File: src/logic/wwf_pkg.sv
/*
  Shared types and constants of the windowed watchdog: states, key codes,
  timebase steps, configuration and status carriers.
  Assumes a 10 MHz system clock.
*/
`default_nettype none

package wwf_pkg;

  // ----------------------------------------------------------------------
  // Timing
  // ----------------------------------------------------------------------
  localparam int WWF_CLK_PERIOD_NS = 100;
  localparam int WWF_FAST_STEP_NS = 8000;
  localparam int WWF_SLOW_STEP_NS = 64000;
  localparam int WWF_FAST_STEP_CYC = WWF_FAST_STEP_NS / WWF_CLK_PERIOD_NS;
  localparam int WWF_SLOW_STEP_CYC = WWF_SLOW_STEP_NS / WWF_CLK_PERIOD_NS;
  localparam int WWF_INIT_DEADLINE_MS = 500;
  localparam int WWF_INIT_DEADLINE_CYC =
    WWF_INIT_DEADLINE_MS * (1000000 / WWF_CLK_PERIOD_NS);
  localparam int WWF_RESET_HOLD_MS = 1;
  localparam int WWF_RESET_HOLD_CYC =
    WWF_RESET_HOLD_MS * (1000000 / WWF_CLK_PERIOD_NS);

  // ----------------------------------------------------------------------
  // Key codes and reset values
  // ----------------------------------------------------------------------
  localparam logic [1:0] WWF_KEY_A = 2'h1;
  localparam logic [1:0] WWF_KEY_B = 2'h2;
  localparam logic WWF_SLOW_MODE_RST = 1'h0;
  localparam logic [7:0] WWF_MIN_TIME_RST = 8'h10;
  localparam logic [7:0] WWF_DELTA_TIME_RST = 8'h10;
  localparam logic [3:0] WWF_RETRY_THRESHOLD_RST = 4'h2;

  // ----------------------------------------------------------------------
  // Types
  // ----------------------------------------------------------------------
  typedef enum logic [2:0] {
    idle_state,
    supervise_state,
    selftest_state,
    timed_reset_state,
    bypass_state
  } wwf_state_t;

  typedef struct packed {
    logic slow_mode;
    logic [7:0] window_min_time;
    logic [7:0] window_delta_time;
  } wwf_cfg_t;

  typedef struct packed {
    wwf_state_t state;
    logic [8:0] timer;
    logic [3:0] retry_counter;
    logic service_missed_flag;
    logic arming_lockout_latch;
    logic test_mode_indicator;
    logic disable_pin_state_bit;
    logic refresh_accepted;
    logic window_violation;
    logic reset_out;
  } wwf_status_t;

endpackage

`default_nettype wire

File: src/logic/wwf_watchdog.sv
/*
  Windowed watchdog state machine with error/lockout latches, retry
  counter and fast/slow timebase.
  Assumes all inputs synchronous to clk; command inputs are one-cycle
  pulses decoded from SPI frames elsewhere.
*/
`timescale 1ns/100ps
`default_nettype none

module wwf_watchdog
  import wwf_pkg::*;
#(
  parameter int INIT_DEADLINE_CYC = WWF_INIT_DEADLINE_CYC,
  parameter int RESET_HOLD_CYC = WWF_RESET_HOLD_CYC
) (
  input wire logic clk,
  input wire logic rst,
  input wire logic fsm_clear,
  input wire logic init_phase,
  input wire logic diag_entry,
  input wire logic cfg_wr,
  input wire wwf_cfg_t cfg_data,
  input wire logic thr_wr,
  input wire logic [3:0] thr_data,
  input wire logic refresh_wr,
  input wire logic [1:0] key_code_field,
  input wire logic test_activate_cmd,
  input wire logic override_wr,
  input wire logic timer_override_bit,
  input wire logic watchdog_disable_pin,
  output wwf_status_t status,
  output wwf_cfg_t cfg,
  output logic [3:0] retry_threshold,
  output logic retry_threshold_write_lock,
  output logic arm_enable
);

  // ----------------------------------------------------------------------
  // State
  // ----------------------------------------------------------------------
  typedef struct packed {
    wwf_state_t state;
    logic [9:0] pre;
    logic [8:0] timer;
    logic [23:0] wait_cnt;
    logic got_a;
    logic got_b;
    logic missed;
    logic lockout;
    logic [3:0] retries;
    logic [3:0] thr;
    logic thr_lock;
    logic frozen;
    logic tovr;
    wwf_cfg_t cfg;
    logic accepted;
    logic violation;
  } wwf_regs_t;

  wwf_regs_t r;
  wwf_regs_t next_r;

  function automatic logic is_key(input logic [1:0] k);
    return (k == WWF_KEY_A) || (k == WWF_KEY_B);
  endfunction

  logic timing;
  logic tick;
  logic [9:0] step_last;
  logic [8:0] win_lo;
  logic [8:0] win_hi;
  logic late_now;
  logic early_now;
  logic done_now;
  logic err_now;
  logic [4:0] retries_inc;

  // ----------------------------------------------------------------------
  // Timebase and window checks
  // ----------------------------------------------------------------------
  assign step_last = r.cfg.slow_mode ? 10'(WWF_SLOW_STEP_CYC - 1)
                                     : 10'(WWF_FAST_STEP_CYC - 1);
  assign timing = (r.state == supervise_state ||
                   r.state == selftest_state) && !watchdog_disable_pin;
  assign tick = timing && (r.pre == step_last);
  assign win_lo = {1'b0, r.cfg.window_min_time};
  assign win_hi = win_lo + {1'b0, r.cfg.window_delta_time};
  assign late_now = timing && (r.timer > win_hi);
  assign early_now = timing && refresh_wr && is_key(key_code_field) &&
                     (r.timer < win_lo);
  // Pair completes on the complementary code, either order
  assign done_now = timing && refresh_wr && !early_now && !late_now &&
    ((key_code_field == WWF_KEY_A && r.got_b) ||
     (key_code_field == WWF_KEY_B && r.got_a));
  assign err_now = late_now || early_now ||
    (r.state == idle_state && !r.tovr && !watchdog_disable_pin &&
     r.wait_cnt == 24'(INIT_DEADLINE_CYC - 1));
  assign retries_inc = {1'b0, r.retries} + 5'h1;

  // ----------------------------------------------------------------------
  // Next state
  // ----------------------------------------------------------------------
  always_comb begin
    next_r = r;
    next_r.accepted = 1'b0;
    next_r.violation = 1'b0;
    if (cfg_wr && init_phase && !r.frozen) begin
      next_r.cfg = cfg_data;
    end
    if (diag_entry) begin
      next_r.frozen = 1'b1;
    end
    if (thr_wr && !r.thr_lock) begin
      next_r.thr = thr_data;
    end
    if (override_wr) begin
      next_r.tovr = timer_override_bit;
    end
    next_r.pre = tick ? 10'h0 : (timing ? r.pre + 10'h1 : 10'h0);
    if (watchdog_disable_pin) begin
      next_r.timer = 9'h0;
      next_r.wait_cnt = 24'h0;
    end else if (tick && r.timer != 9'h1ff) begin
      next_r.timer = r.timer + 9'h1;
    end
    case (r.state)
      idle_state: begin
        if (!r.tovr && !watchdog_disable_pin) begin
          next_r.wait_cnt = r.wait_cnt + 24'h1;
        end
        if (test_activate_cmd && watchdog_disable_pin) begin
          next_r.state = bypass_state;
        end else if (refresh_wr && is_key(key_code_field) && r.frozen) begin
          next_r.state = supervise_state; // Service begins
          next_r.thr_lock = 1'b1;
          next_r.timer = 9'h0;
          next_r.pre = 10'h0;
        end
      end
      supervise_state, selftest_state: begin
        if (refresh_wr && !err_now) begin
          if (key_code_field == WWF_KEY_A) begin
            next_r.got_a = 1'b1;
          end
          if (key_code_field == WWF_KEY_B) begin
            next_r.got_b = 1'b1;
          end
        end
        if (done_now) begin
          next_r.accepted = 1'b1;
          next_r.timer = 9'h0;
          next_r.pre = 10'h0;
          next_r.got_a = 1'b0;
          next_r.got_b = 1'b0;
          if (r.state == selftest_state) begin
            next_r.state = supervise_state;
          end
        end else if (test_activate_cmd && r.state == supervise_state &&
                     !err_now) begin
          next_r.state = selftest_state;
        end
      end
      timed_reset_state: begin
        next_r.wait_cnt = r.wait_cnt + 24'h1;
        if (r.wait_cnt == 24'(RESET_HOLD_CYC - 1)) begin
          next_r.state = supervise_state;
          // Any entry into run locks the threshold
          next_r.thr_lock = 1'b1;
          next_r.wait_cnt = 24'h0;
          next_r.timer = 9'h0;
        end
      end
      bypass_state: begin
        next_r.timer = 9'h0;
      end
      default: begin
        next_r.state = idle_state;
      end
    endcase
    if (err_now) begin
      next_r.violation = 1'b1;
      next_r.missed = 1'b1;
      next_r.state = timed_reset_state;
      next_r.wait_cnt = 24'h0;
      next_r.timer = 9'h0;
      next_r.got_a = 1'b0;
      next_r.got_b = 1'b0;
      // Test errors are expected ones: no count, no lockout
      if (r.state != selftest_state) begin
        if (r.retries != 4'hf) begin
          next_r.retries = retries_inc[3:0];
        end
        if (retries_inc > {1'b0, r.thr}) begin
          next_r.lockout = 1'b1;
        end
      end
    end
    if (fsm_clear) begin
      next_r.state = idle_state;
      next_r.pre = 10'h0;
      next_r.timer = 9'h0;
      next_r.wait_cnt = 24'h0;
      next_r.got_a = 1'b0;
      next_r.got_b = 1'b0;
      next_r.missed = 1'b0;
      next_r.lockout = 1'b0;
      next_r.retries = 4'h0;
      next_r.tovr = 1'b0;
      next_r.accepted = 1'b0;
      next_r.violation = 1'b0;
    end
  end

  always_ff @(posedge clk or posedge rst) begin
    if (rst) begin
      r <= '{state: idle_state, pre: 10'h0, timer: 9'h0, wait_cnt: 24'h0,
             got_a: 1'b0, got_b: 1'b0, missed: 1'b0, lockout: 1'b0,
             retries: 4'h0, thr: WWF_RETRY_THRESHOLD_RST, thr_lock: 1'b0,
             frozen: 1'b0, tovr: 1'b0,
             cfg: '{slow_mode: WWF_SLOW_MODE_RST,
                    window_min_time: WWF_MIN_TIME_RST,
                    window_delta_time: WWF_DELTA_TIME_RST},
             accepted: 1'b0, violation: 1'b0};
    end else begin
      r <= next_r;
    end
  end

  // ----------------------------------------------------------------------
  // Outputs
  // ----------------------------------------------------------------------
  assign status.state = r.state;
  assign status.timer = r.timer;
  assign status.retry_counter = r.retries;
  assign status.service_missed_flag = r.missed;
  assign status.arming_lockout_latch = r.lockout;
  assign status.test_mode_indicator = (r.state == selftest_state);
  assign status.disable_pin_state_bit = watchdog_disable_pin;
  assign status.refresh_accepted = r.accepted;
  assign status.window_violation = r.violation;
  assign status.reset_out = (r.state == timed_reset_state);
  assign cfg = r.cfg;
  assign retry_threshold = r.thr;
  assign retry_threshold_write_lock = r.thr_lock;
  // Test state inhibits deployment; bypass emulates run
  assign arm_enable = (r.state == supervise_state ||
                       r.state == bypass_state) && !r.lockout;
endmodule // wwf_watchdog

`default_nettype wire

File: config.mk
export PLATFORM = sky130hd
export DESIGN_NAME = wwf_watchdog
export DESIGN_NICKNAME = d
export VERILOG_FILES = /design/src/logic/wwf_pkg.sv /design/src/logic/wwf_watchdog.sv
export SDC_FILE = /design/constraint.sdc
export NUM_CORES = 1
export LEC_CHECK = 0
export ABC_CLOCK_PERIOD_IN_PS = 10400
export BUFFER_PORTS_ARGS = -buffer_cell sky130_fd_sc_hd__buf_2
export CAP_MARGIN = 20
export CORE_MARGIN = 2
export CORE_UTILIZATION = 62
export DETAILED_ROUTE_END_ITERATION = 8
export GPL_TIMING_DRIVEN = 0
export PLACE_DENSITY = 0.86
export SYNTH_ARGS = -nofsm -noshare
export SYNTH_HDL_FRONTEND = slang
export SYNTH_SLANG_ARGS = --single-unit
File: constraint.sdc
create_clock -name clk -period 10.4 [get_ports clk]
set_input_delay 1.04 -clock clk [delete_from_list [all_inputs] [get_ports clk]]
set_output_delay 1.04 -clock clk [all_outputs]
set_load 0.01 [all_outputs]
# Yosys cells after proc, flatten, opt, wreduce, memory -nomap -nowiden
# Index checks and enable logic that the tools add are counted.
# word_totals
register_bits,80
output_inout_bits,46
word_cells,145
input_bits,35
# op_classes
addsub,5
n_reduce_logical,58
mux,41
n_lt_le_gt_ge,3
eq_ne,20
# ops
cell,n
two-way mux 54 bit,1
two-way mux 24 bit,2
one-hot mux 24 bit (2 select lines),1
two-way mux 41 bit,1
two-way mux 19 bit,2
one-hot mux 9 bit (4 select lines),1
two-way mux 33 bit,1
two-way mux 10 bit,3
logical AND 1 bit,26
adder 24 x 1 -> 24 bit (second input constant),1
== test 24 x 14 -> 1 bit (second input constant),1
== test 24 x 23 -> 1 bit (second input constant),1
two-way mux 22 bit,1
one-hot mux 10 bit (2 select lines),1
two-way mux 3 bit,6
two-way mux 9 bit,2
one-hot mux 3 bit (4 select lines),1
AND reduction 3 bit,4
nonzero test 2 bit,6
nonzero test 4 bit,3
two-way mux 1 bit,11
adder 10 x 1 -> 10 bit (second input constant),1
== test 10 bit,1
inequality test 5 bit (second input constant),2
other kinds (30),47

# Depth between registers and ports, before layout
# Gate-level depths: netlist (run 1).
# logic_depth
depth_word,15
ltp_mapped,19
mapped_depth_nobuf,18

# Worst setup path after synthesis (run 1)
# OpenSTA, ideal clock, no wires.
# synth_timing
path_kind,reg2reg
from,"register r, in the netlist cfg[8]"
to,"register r, in the netlist status[20]"
n_path_buf,0
setup_slack_ns,6.894
synth_period_minus_slack_ns,3.506
path_stages_with_launch,19
arrival_time_ns,3.381
cell_sequence,dfrtp_1 -> ha_1 -> inv_1 -> fa_1 -> nor2b_1 -> o21ai_0 -> a21oi_1 -> o21ai_0 -> nand2b_1 -> a21o_1 -> a21oi_1 -> ha_1 -> nand2_1 -> nor2_1 -> a211oi_1 -> a21o_1 -> nand3_1 -> o221ai_1 -> mux2_2
# synth_via
elab_chain_cells,10
# synth_rtl
element,line,source
from (decl),wwf_watchdog.sv:60,wwf_regs_t r;
from (signal assigned),wwf_watchdog.sv:216,"r <= '{state: idle_state, pre: 10'h0, timer: 9'h0, wait_cnt: 24'h0,"
from (signal assigned),wwf_watchdog.sv:225,r <= next_r;
adder 8 x 8 -> 9 bit or less-than comparator 9 x 8 -> 1 bit (tied branches),"wwf_watchdog.sv:87, wwf_watchdog.sv:90",
greater-than comparator 9 bit or logical AND 1 bit (tied branches),"wwf_watchdog.sv:88, wwf_watchdog.sv:89",
logical AND 1 bit or logical NOT 1 bit (tied branches),"wwf_watchdog.sv:88, wwf_watchdog.sv:92",
logical NOT 1 bit or logical AND 1 bit (tied branches),wwf_watchdog.sv:92,assign done_now = timing && refresh_wr && !early_now && !late_now &&
logical AND 1 bit (2 in series),wwf_watchdog.sv:92,
two-way mux 3 bit,wwf_watchdog.sv:149,if (done_now) begin
one-hot mux 3 bit (4 select lines),wwf_watchdog.sv:126,case (r.state)
two-way mux 3 bit,wwf_watchdog.sv:180,if (err_now) begin
two-way mux 54 bit,wwf_watchdog.sv:198,if (fsm_clear) begin
# Parallel ways exist; a longest one is shown, timed or not.
# A chain may end at the register's enable or synchronous reset.

# Worst setup path after layout (run 1)
# Same ends and word-level chain as after synthesis.

==> impl_metrics.json, run 1 <==
{
  "clockBufferDepth": 2,
  "cts_resized": 0,
  "clkSinkCount": 80,
  "setup_slack_ns": 6.20,
  "endpoint_kind": "flop",
  "core_area_um2": 8220,
  "dp.cells": 758,
  "min_path_type": "flop to flop",
  "rsz0062_at_grt": "false",
  "ir_drop_mv": 0.0832,
  "via_count": 4593,
  "fin_crit_sh_pct": 40.4,
  "port-buffer-count": 80,
  "drive_gt1_share_pct": 27.4,
  "cts_made_buffers": 9,
  "grt_pass1_vias": 4337,
  "place_ws_ns": 6.30,
  "final_nets": 735,
  "grt-ovfl-total": 0,
  "die_area_um2": 9240,
  "use_met1_pct": 37.5,
  "post-route-min-period_ns": 4.20,
  "path_clk_slew_ns": 0.09,
  "viasPerCell": 5.93,
  "diodes": 0,
  "antenna_left": 0,
  "grt_antenna_before_repair": 1,
  "row_count": 33,
  "cts_root_buffer": "clkbuf_8",
  "maxSlewHeadroom_pct": 40.2,
  "drv_slew": 0,
  "synthArstFlopShare_pct": 100,
  "tightest_slew_ns": 0.874,
  "power_density_nw_per_um2": 139,
  "synth_seq_cells": 80,
  "firstDrtPassIters": 5,
  "outcome": "completed",
  "utilization_pct": 73.1,
  "cp-start-kind": "flop",
  "insertion_delay_ns": 0.36,
  "met3_usage_pct": 4.70,
  "die_x_um": 96.1,
  "ctsHoldBuffers": 0,
  "synth_cells": 572,
  "met2_usage_pct": 45.0,
  "start_util_pct": 64.0,
  "seq_area_frac_synth_pct": 38.1,
  "fin_tns_setup_ns": 0,
  "grt_pass1_wl_um": 19900,
  "ys.flop_type": "dfrtp_1",
  "cts_setup_buffers": 0,
  "p_total_mw": 0.836,
  "synth_warnings": 0,
  "hpwl_um": 9080,
  "io_pins": 81,
  "wl_per_cell_um": 15.5,
  "cts_tree": "built",
  "grt_start_max_net_pins": 53,
  "place_congestion": 0.934,
  "cp.required_ns": 10.66,
  "drc": 0,
  "worst-setup-path-type": "flop to flop",
  "synth.net_count": 643,
  "r2r_cells": 17,
  "avgSynthCellArea_um2": 9.20,
  "synthesis.area_um2": 5260,
  "leakage_nw": 2.94,
  "setup_viol": 0,
  "cts_max_level": 3,
  "max_freq_mhz": 238,
  "hold_viol": 0,
  "grt_busiest_layer": "met2",
  "layout.cells.non_filler": 774,
  "yosys.cell_types.count": 64,
  "groute.usage.overall_pct": 27.6,
  "chipHeight_um": 96.1,
  "max-cap-violations": 0,
  "drtIter0Drc": 216,
  "min_delay_path_depth": 1,
  "syn2layout_area_growth_pct": 14.1,
  "skew_ns": 0.0137,
  "cp_max_fo": 10,
  "synth-edff-count": 0,
  "wirelength_um": 12000,
  "crit_arrival_ns": 4.45
}
cell usage after synthesis (3+ instances only):
library cell  count  area (µm²)
a311oi_1          6        52.6
nor2b_1           5        31.3
mux2_2           20         225
or3_1             3        18.8
nor4_1            8        50.1
nand3_1          15        75.1
mux2i_1           6        60.1
inv_1            26        97.6
a21oi_1          39         195
ha_1             35         438
a31o_2            3        26.3
a211oi_1          5        37.5
dfrtp_1          77        1930
nand3b_1          4        30.0
and3_1           14        87.6
dfstp_2           3        78.8
and2_1            4        25.0
nand4_1          11        68.8
and4_1            3        26.3
clkbuf_1         13        48.8
a21o_1            7        52.6
buf_4            42         315
nand2_1          39         146
o21ai_0          25         125
buf_2             4        20.0
nand2b_1          5        31.3
xor2_1           14         123
nor3b_1           8        60.1
nor2_1           59         221
a31oi_1           7        43.8
nor3_1           13        65.1
xnor2_1          10        87.6
worst paths after layout:
kind / startpoint / end / slack [ns]
max: cfg[8] / status[20] / 6.20
min: r[67] / r[67] / 0.47
max reg2reg: cfg[8] / status[20] / 6.20
min reg2reg: r[67] / r[67] / 0.47
max in group asynchronous: rst / retry_threshold[1] / 9.15
min in group asynchronous: rst / r[71] / 0.65
area by class of cell:
class | instances | area (µm²)
Fill cell | 643 | 2210
Clock inverter | 7 | 56.3
Inverter | 26 | 100
Buffer | 60 | 395
Sequential cell | 80 | 2010
Multi-Input combinational cell | 406 | 2760
Timing Repair Buffer | 81 | 428
Clock buffer | 9 | 124
Tap cell | 105 | 131
state kept, by name, indices dropped and copies added (netlist names):
signal	cells
cfg	17
r	38
retry_threshold	4
retry_threshold_write_lock	1
status	20
logic make-up after synthesis:
kind of cell	after synthesis	synth area share [%]
AOI/OAI and AO/OA	113	13.7
xor gates and xnor gates	24	4.00
adders and majority gates	36	8.70
buffers and inverters	86	9.37
DFF	80	38.1
muxes	26	5.42
and+or+nand+nor	207	20.7
power by group:
| part | switching, mW | leakage (nW) | internal [mW] |
|---|---|---|---|
| logic | 0.153 | 1.79 | 0.117 |
| clock network | 0.125 | 0.0785 | 0.0886 |
| registers | 0.0197 | 1.08 | 0.333 |
metrics by stage:
stage,hold slack [ns],instance area [µm²]
global placement,0.445,5790
global route,0.485,6000
CTS,0.464,6000
detailed placement,0.452,5820
floorplan,0.432,5260
finish,0.465,6000
critical path, cell delays in order, from the launching register on:
cell and delay [ns]:
dfrtp_1 0.41, ha_1 0.20, inv_1 0.06, fa_1 0.40, nor2b_1 0.13, o21ai_0 0.11
a21oi_1 0.18, o21ai_0 0.09, nand2b_1 0.11, xnor2_1 0.13, ha_1 0.27, a21oi_1 0.18
nor2_1 0.08, a211oi_1 0.27, a21o_1 0.30, nand3_1 0.41, o221ai_1 0.41, mux2_2 0.37
cells in the final DEF (no fill, tap or decap), types with 4 or more instances in the layout:
cell type and instances:
buf_2 84, dfrtp_1 77, nor2_1 59, buf_4 42
nand2_1 39, a21oi_1 39, ha_1 35, inv_1 25
o21ai_0 25, mux2_2 20, nand3_1 15, xor2_1 14
and3_1 14, clkbuf_1 13, nor3_1 13, nand4_1 11
xnor2_1 10, clkbuf_8 9, nor4_1 8, nor3b_1 8
a21o_1 7, a31oi_1 7, mux2i_1 6, a311oi_1 6
nand2b_1 5, nor2b_1 5, a211oi_1 5, nand3b_1 4
and2_1 4, clkinvlp_4 4
metal layers:
layer / share of wire, % / up-vias / routed length (µm)
met5: 0.11 / - / 13
met4: 1.7 / 2 / 201
met3: 6.5 / 28 / 782
met2: 48 / 171 / 5780
met1: 44 / 2201 / 5230
li1: - / 2191 / -
Note: power is estimated with default switching activity, not from simulation.
==> run 2, diff against run 1 <==
--- a/config.mk
+++ b/config.mk
@@ -5,14 +5,14 @@
 export SDC_FILE = /design/constraint.sdc
 export NUM_CORES = 1
 export LEC_CHECK = 0
-export ABC_CLOCK_PERIOD_IN_PS = 10400
+export ABC_CLOCK_PERIOD_IN_PS = 4000
 export BUFFER_PORTS_ARGS = -buffer_cell sky130_fd_sc_hd__buf_2
 export CAP_MARGIN = 20
 export CORE_MARGIN = 2
-export CORE_UTILIZATION = 62
+export CORE_UTILIZATION = 58
 export DETAILED_ROUTE_END_ITERATION = 8
 export GPL_TIMING_DRIVEN = 0
-export PLACE_DENSITY = 0.86
+export PLACE_DENSITY = 0.81
 export SYNTH_ARGS = -nofsm -noshare
 export SYNTH_HDL_FRONTEND = slang
 export SYNTH_SLANG_ARGS = --single-unit
==> constraint.sdc (replaced) <==
create_clock -name clk -period 4 [get_ports clk]
set_input_delay 0.4 -clock clk [delete_from_list [all_inputs] [get_ports clk]]
set_output_delay 0.4 -clock clk [all_outputs]
set_load 0.01 [all_outputs]
==> run 2 against run 1 <==
  * Combinational power increased to 2.7 times the previous value
  * Via count increased by 0.57%
  * Final cell count increased by 0.78%
  * Die area increased by 6.6%
  * Global-route usage decreased by 2.0 points
  * Non-clock buffer count increased by 4
  * Total power increased to 2.8 times the previous value
  * Critical endpoint is now status[7]
  * Largest cell class unchanged
  * Largest power group unchanged
  * Highest routed layer is now met4
==> impl_metrics.json, run 2 (synthesis results as in run 1) <==
{
  "outcome": "completed",
  "drv_slew": 0,
  "cts_made_buffers": 9,
  "cp_max_fo": 10,
  "internal_power_mw": 1.61,
  "p_seq_share_pct": 39.0,
  "ir_drop_mv": 0.228,
  "clkSinkCount": 80,
  "max_freq_mhz": 266,
  "chipHeight_um": 99.2,
  "largest_reg_flops": 38,
  "grt-ovfl-total": 0,
  "cp_top_family": "compound AO/OA/AOI/OAI gates",
  "num-fill-cells": 691,
  "hold_viol": 0,
  "multi_input_area_um2": 2810,
  "leakage_nw": 3.01,
  "grt_pass1_vias": 4389,
  "min_path_type": "input port to flop",
  "row_count": 34,
  "via_count": 4619,
  "path_clk_slew_ns": 0.08,
  "worst-setup-path-type": "flop to flop",
  "cp-start-kind": "flop",
  "endpoint": "status[7]",
  "power.switching_mw": 0.750,
  "combPwrFrac_pct": 30.5,
  "place_congestion": 0.944,
  "drive_gt1_share_pct": 28.6,
  "grt_antenna_before_repair": 0,
  "clockBufferDepth": 2,
  "fin_tns_setup_ns": 0,
  "cp.required_ns": 4.28,
  "cp_cell_sequence": "ha_2 > inv_1 > fa_2 > nor2b_1 > o21ai_1 > a21oi_1 > o21ai_1 > nand2b_1 > a21o_1 > a21oi_1 > ha_1 > nand4_1 > nor2_1 > a31o_2 > a21o_4 > and2_4 > buf_6 > or4_1 > a21oi_2",
  "post-route-min-period_ns": 3.76,
  "cts_max_level": 3,
  "groute.usage.overall_pct": 25.5,
  "die_area_um2": 9850,
  "core_area_um2": 8760,
  "final_common_cell": "buf_2",
  "grt_pass1_wl_um": 20500,
  "wl_per_cell_um": 15.9,
  "r2r_start": "cfg[8]",
  "endpoint_kind": "flop",
  "port-buffer-count": 80,
  "die_x_um": 99.2,
  "clock_power_share_pct": 30.6,
  "grt_start_max_net_pins": 64,
  "diodes": 0,
  "top_register": "r",
  "hpwl_um": 8970,
  "layout_common_cells": "84 x buf_2, 77 x dfrtp_1, 59 x nor2_1",
  "slowest_delay_ns": 0.49,
  "power_density_nw_per_um2": 384,
  "viasPerCell": 5.92,
  "wirelength_um": 12400,
  "firstDrtPassIters": 5,
  "seq_area_um2": 2010,
  "crit_start": "cfg[8]",
  "antenna_left": 0,
  "start_util_pct": 60.0,
  "setup_viol": 0,
  "r2r_cells": 19,
  "reg2reg_slack_ns": 0.24,
  "maxSlewHeadroom_pct": 48.0,
  "p_sw_share_pct": 31.8,
  "crit_slowest_cell": "or4_1",
  "final_nets": 739,
  "path_depth": 19,
  "syn2layout_area_growth_pct": 16.8,
  "crit_arrival_ns": 4.04,
  "drc": 0,
  "skew_ns": 0.00956,
  "max-cap-violations": 0,
  "cts_root_buffer": "clkbuf_8",
  "path_buf_inv": 2,
  "fin_crit_sh_pct": 94.1,
  "hold_slack_ns": 0.244,
  "drtIter0Drc": 273,
  "io_pins": 81,
  "cts_tree": "built",
  "tightest_slew_ns": 0.772,
  "timing.rr.end": "status[7]",
  "insertion_delay_ns": 0.35
}
==> run 2: through the flow <==
stage               utilization [%]  instances  total power [mW]  setup slack (ns)  area, µm²
floorplan                         -        572              1.42             0.494       5260
global placement               66.1        760              1.59            -0.128       5800
detailed placement             66.5        761              1.63            -0.238       5830
CTS                            69.5        777              2.35            0.0103       6090
global route                   70.1        780              2.49           -0.0380       6140
finish                         70.1        780              2.36             0.238       6140
==> run 2: area by class of cell <==
class                      count  area share, %
multi-input combinational    406           45.8
sequential                    80           32.6
timing repair buffer          85           7.49
buffer                        60           6.44
clock buffer                  12           2.36
tap                          108           2.20
inverter                      26           1.63
clock inverter                 3           1.47
==> run 2: per-layer routing <==
metal / routed length (µm) / share of wire (%) / track usage, % / up-vias
met1: 5290 / 43 / 33.3 / 2213
met4: 211 / 1.7 / 6.74 / 0
met3: 834 / 6.7 / 4.71 / 25
met2: 6040 / 49 / 44.0 / 188
li1: - / - / - / 2193
met5: 0 / 0 / 0 / -
==> run 2: worst min path at each step <==
stage	start	to	slack (ns)	depth (start not counted)
6_report	diag_entry	r[20]	0.24	2
5_1_grt	diag_entry	r[20]	0.23	2
4_1_cts	diag_entry	r[20]	0.23	2
3_5_place_dp	rst	retry_threshold[2]	0.36	2
3_3_place_gp	r[67]	r[67]	0.45	1
2_1_floorplan	r[67]	r[67]	0.43	1
==> run 2: timing repair <==
item	CTS	global route
pin swaps	0	2
gates resized for setup	3	10
buffers inserted	0	3
endpoints found under the setup margin	22	37
cloned	0	0
hold endpoints to repair	16	0
hold buffers	1	0
==> run 2: power by group through the flow <==
stage / registers [mW] / logic, mW / clock network, mW
2_1_floorplan: 0.917 / 0.506 / 0
3_3_place_gp: 0.930 / 0.663 / 0
3_5_place_dp: 0.935 / 0.692 / 0
4_1_cts: 0.919 / 0.701 / 0.730
5_1_grt: 0.928 / 0.802 / 0.764
6_report: 0.919 / 0.719 / 0.721
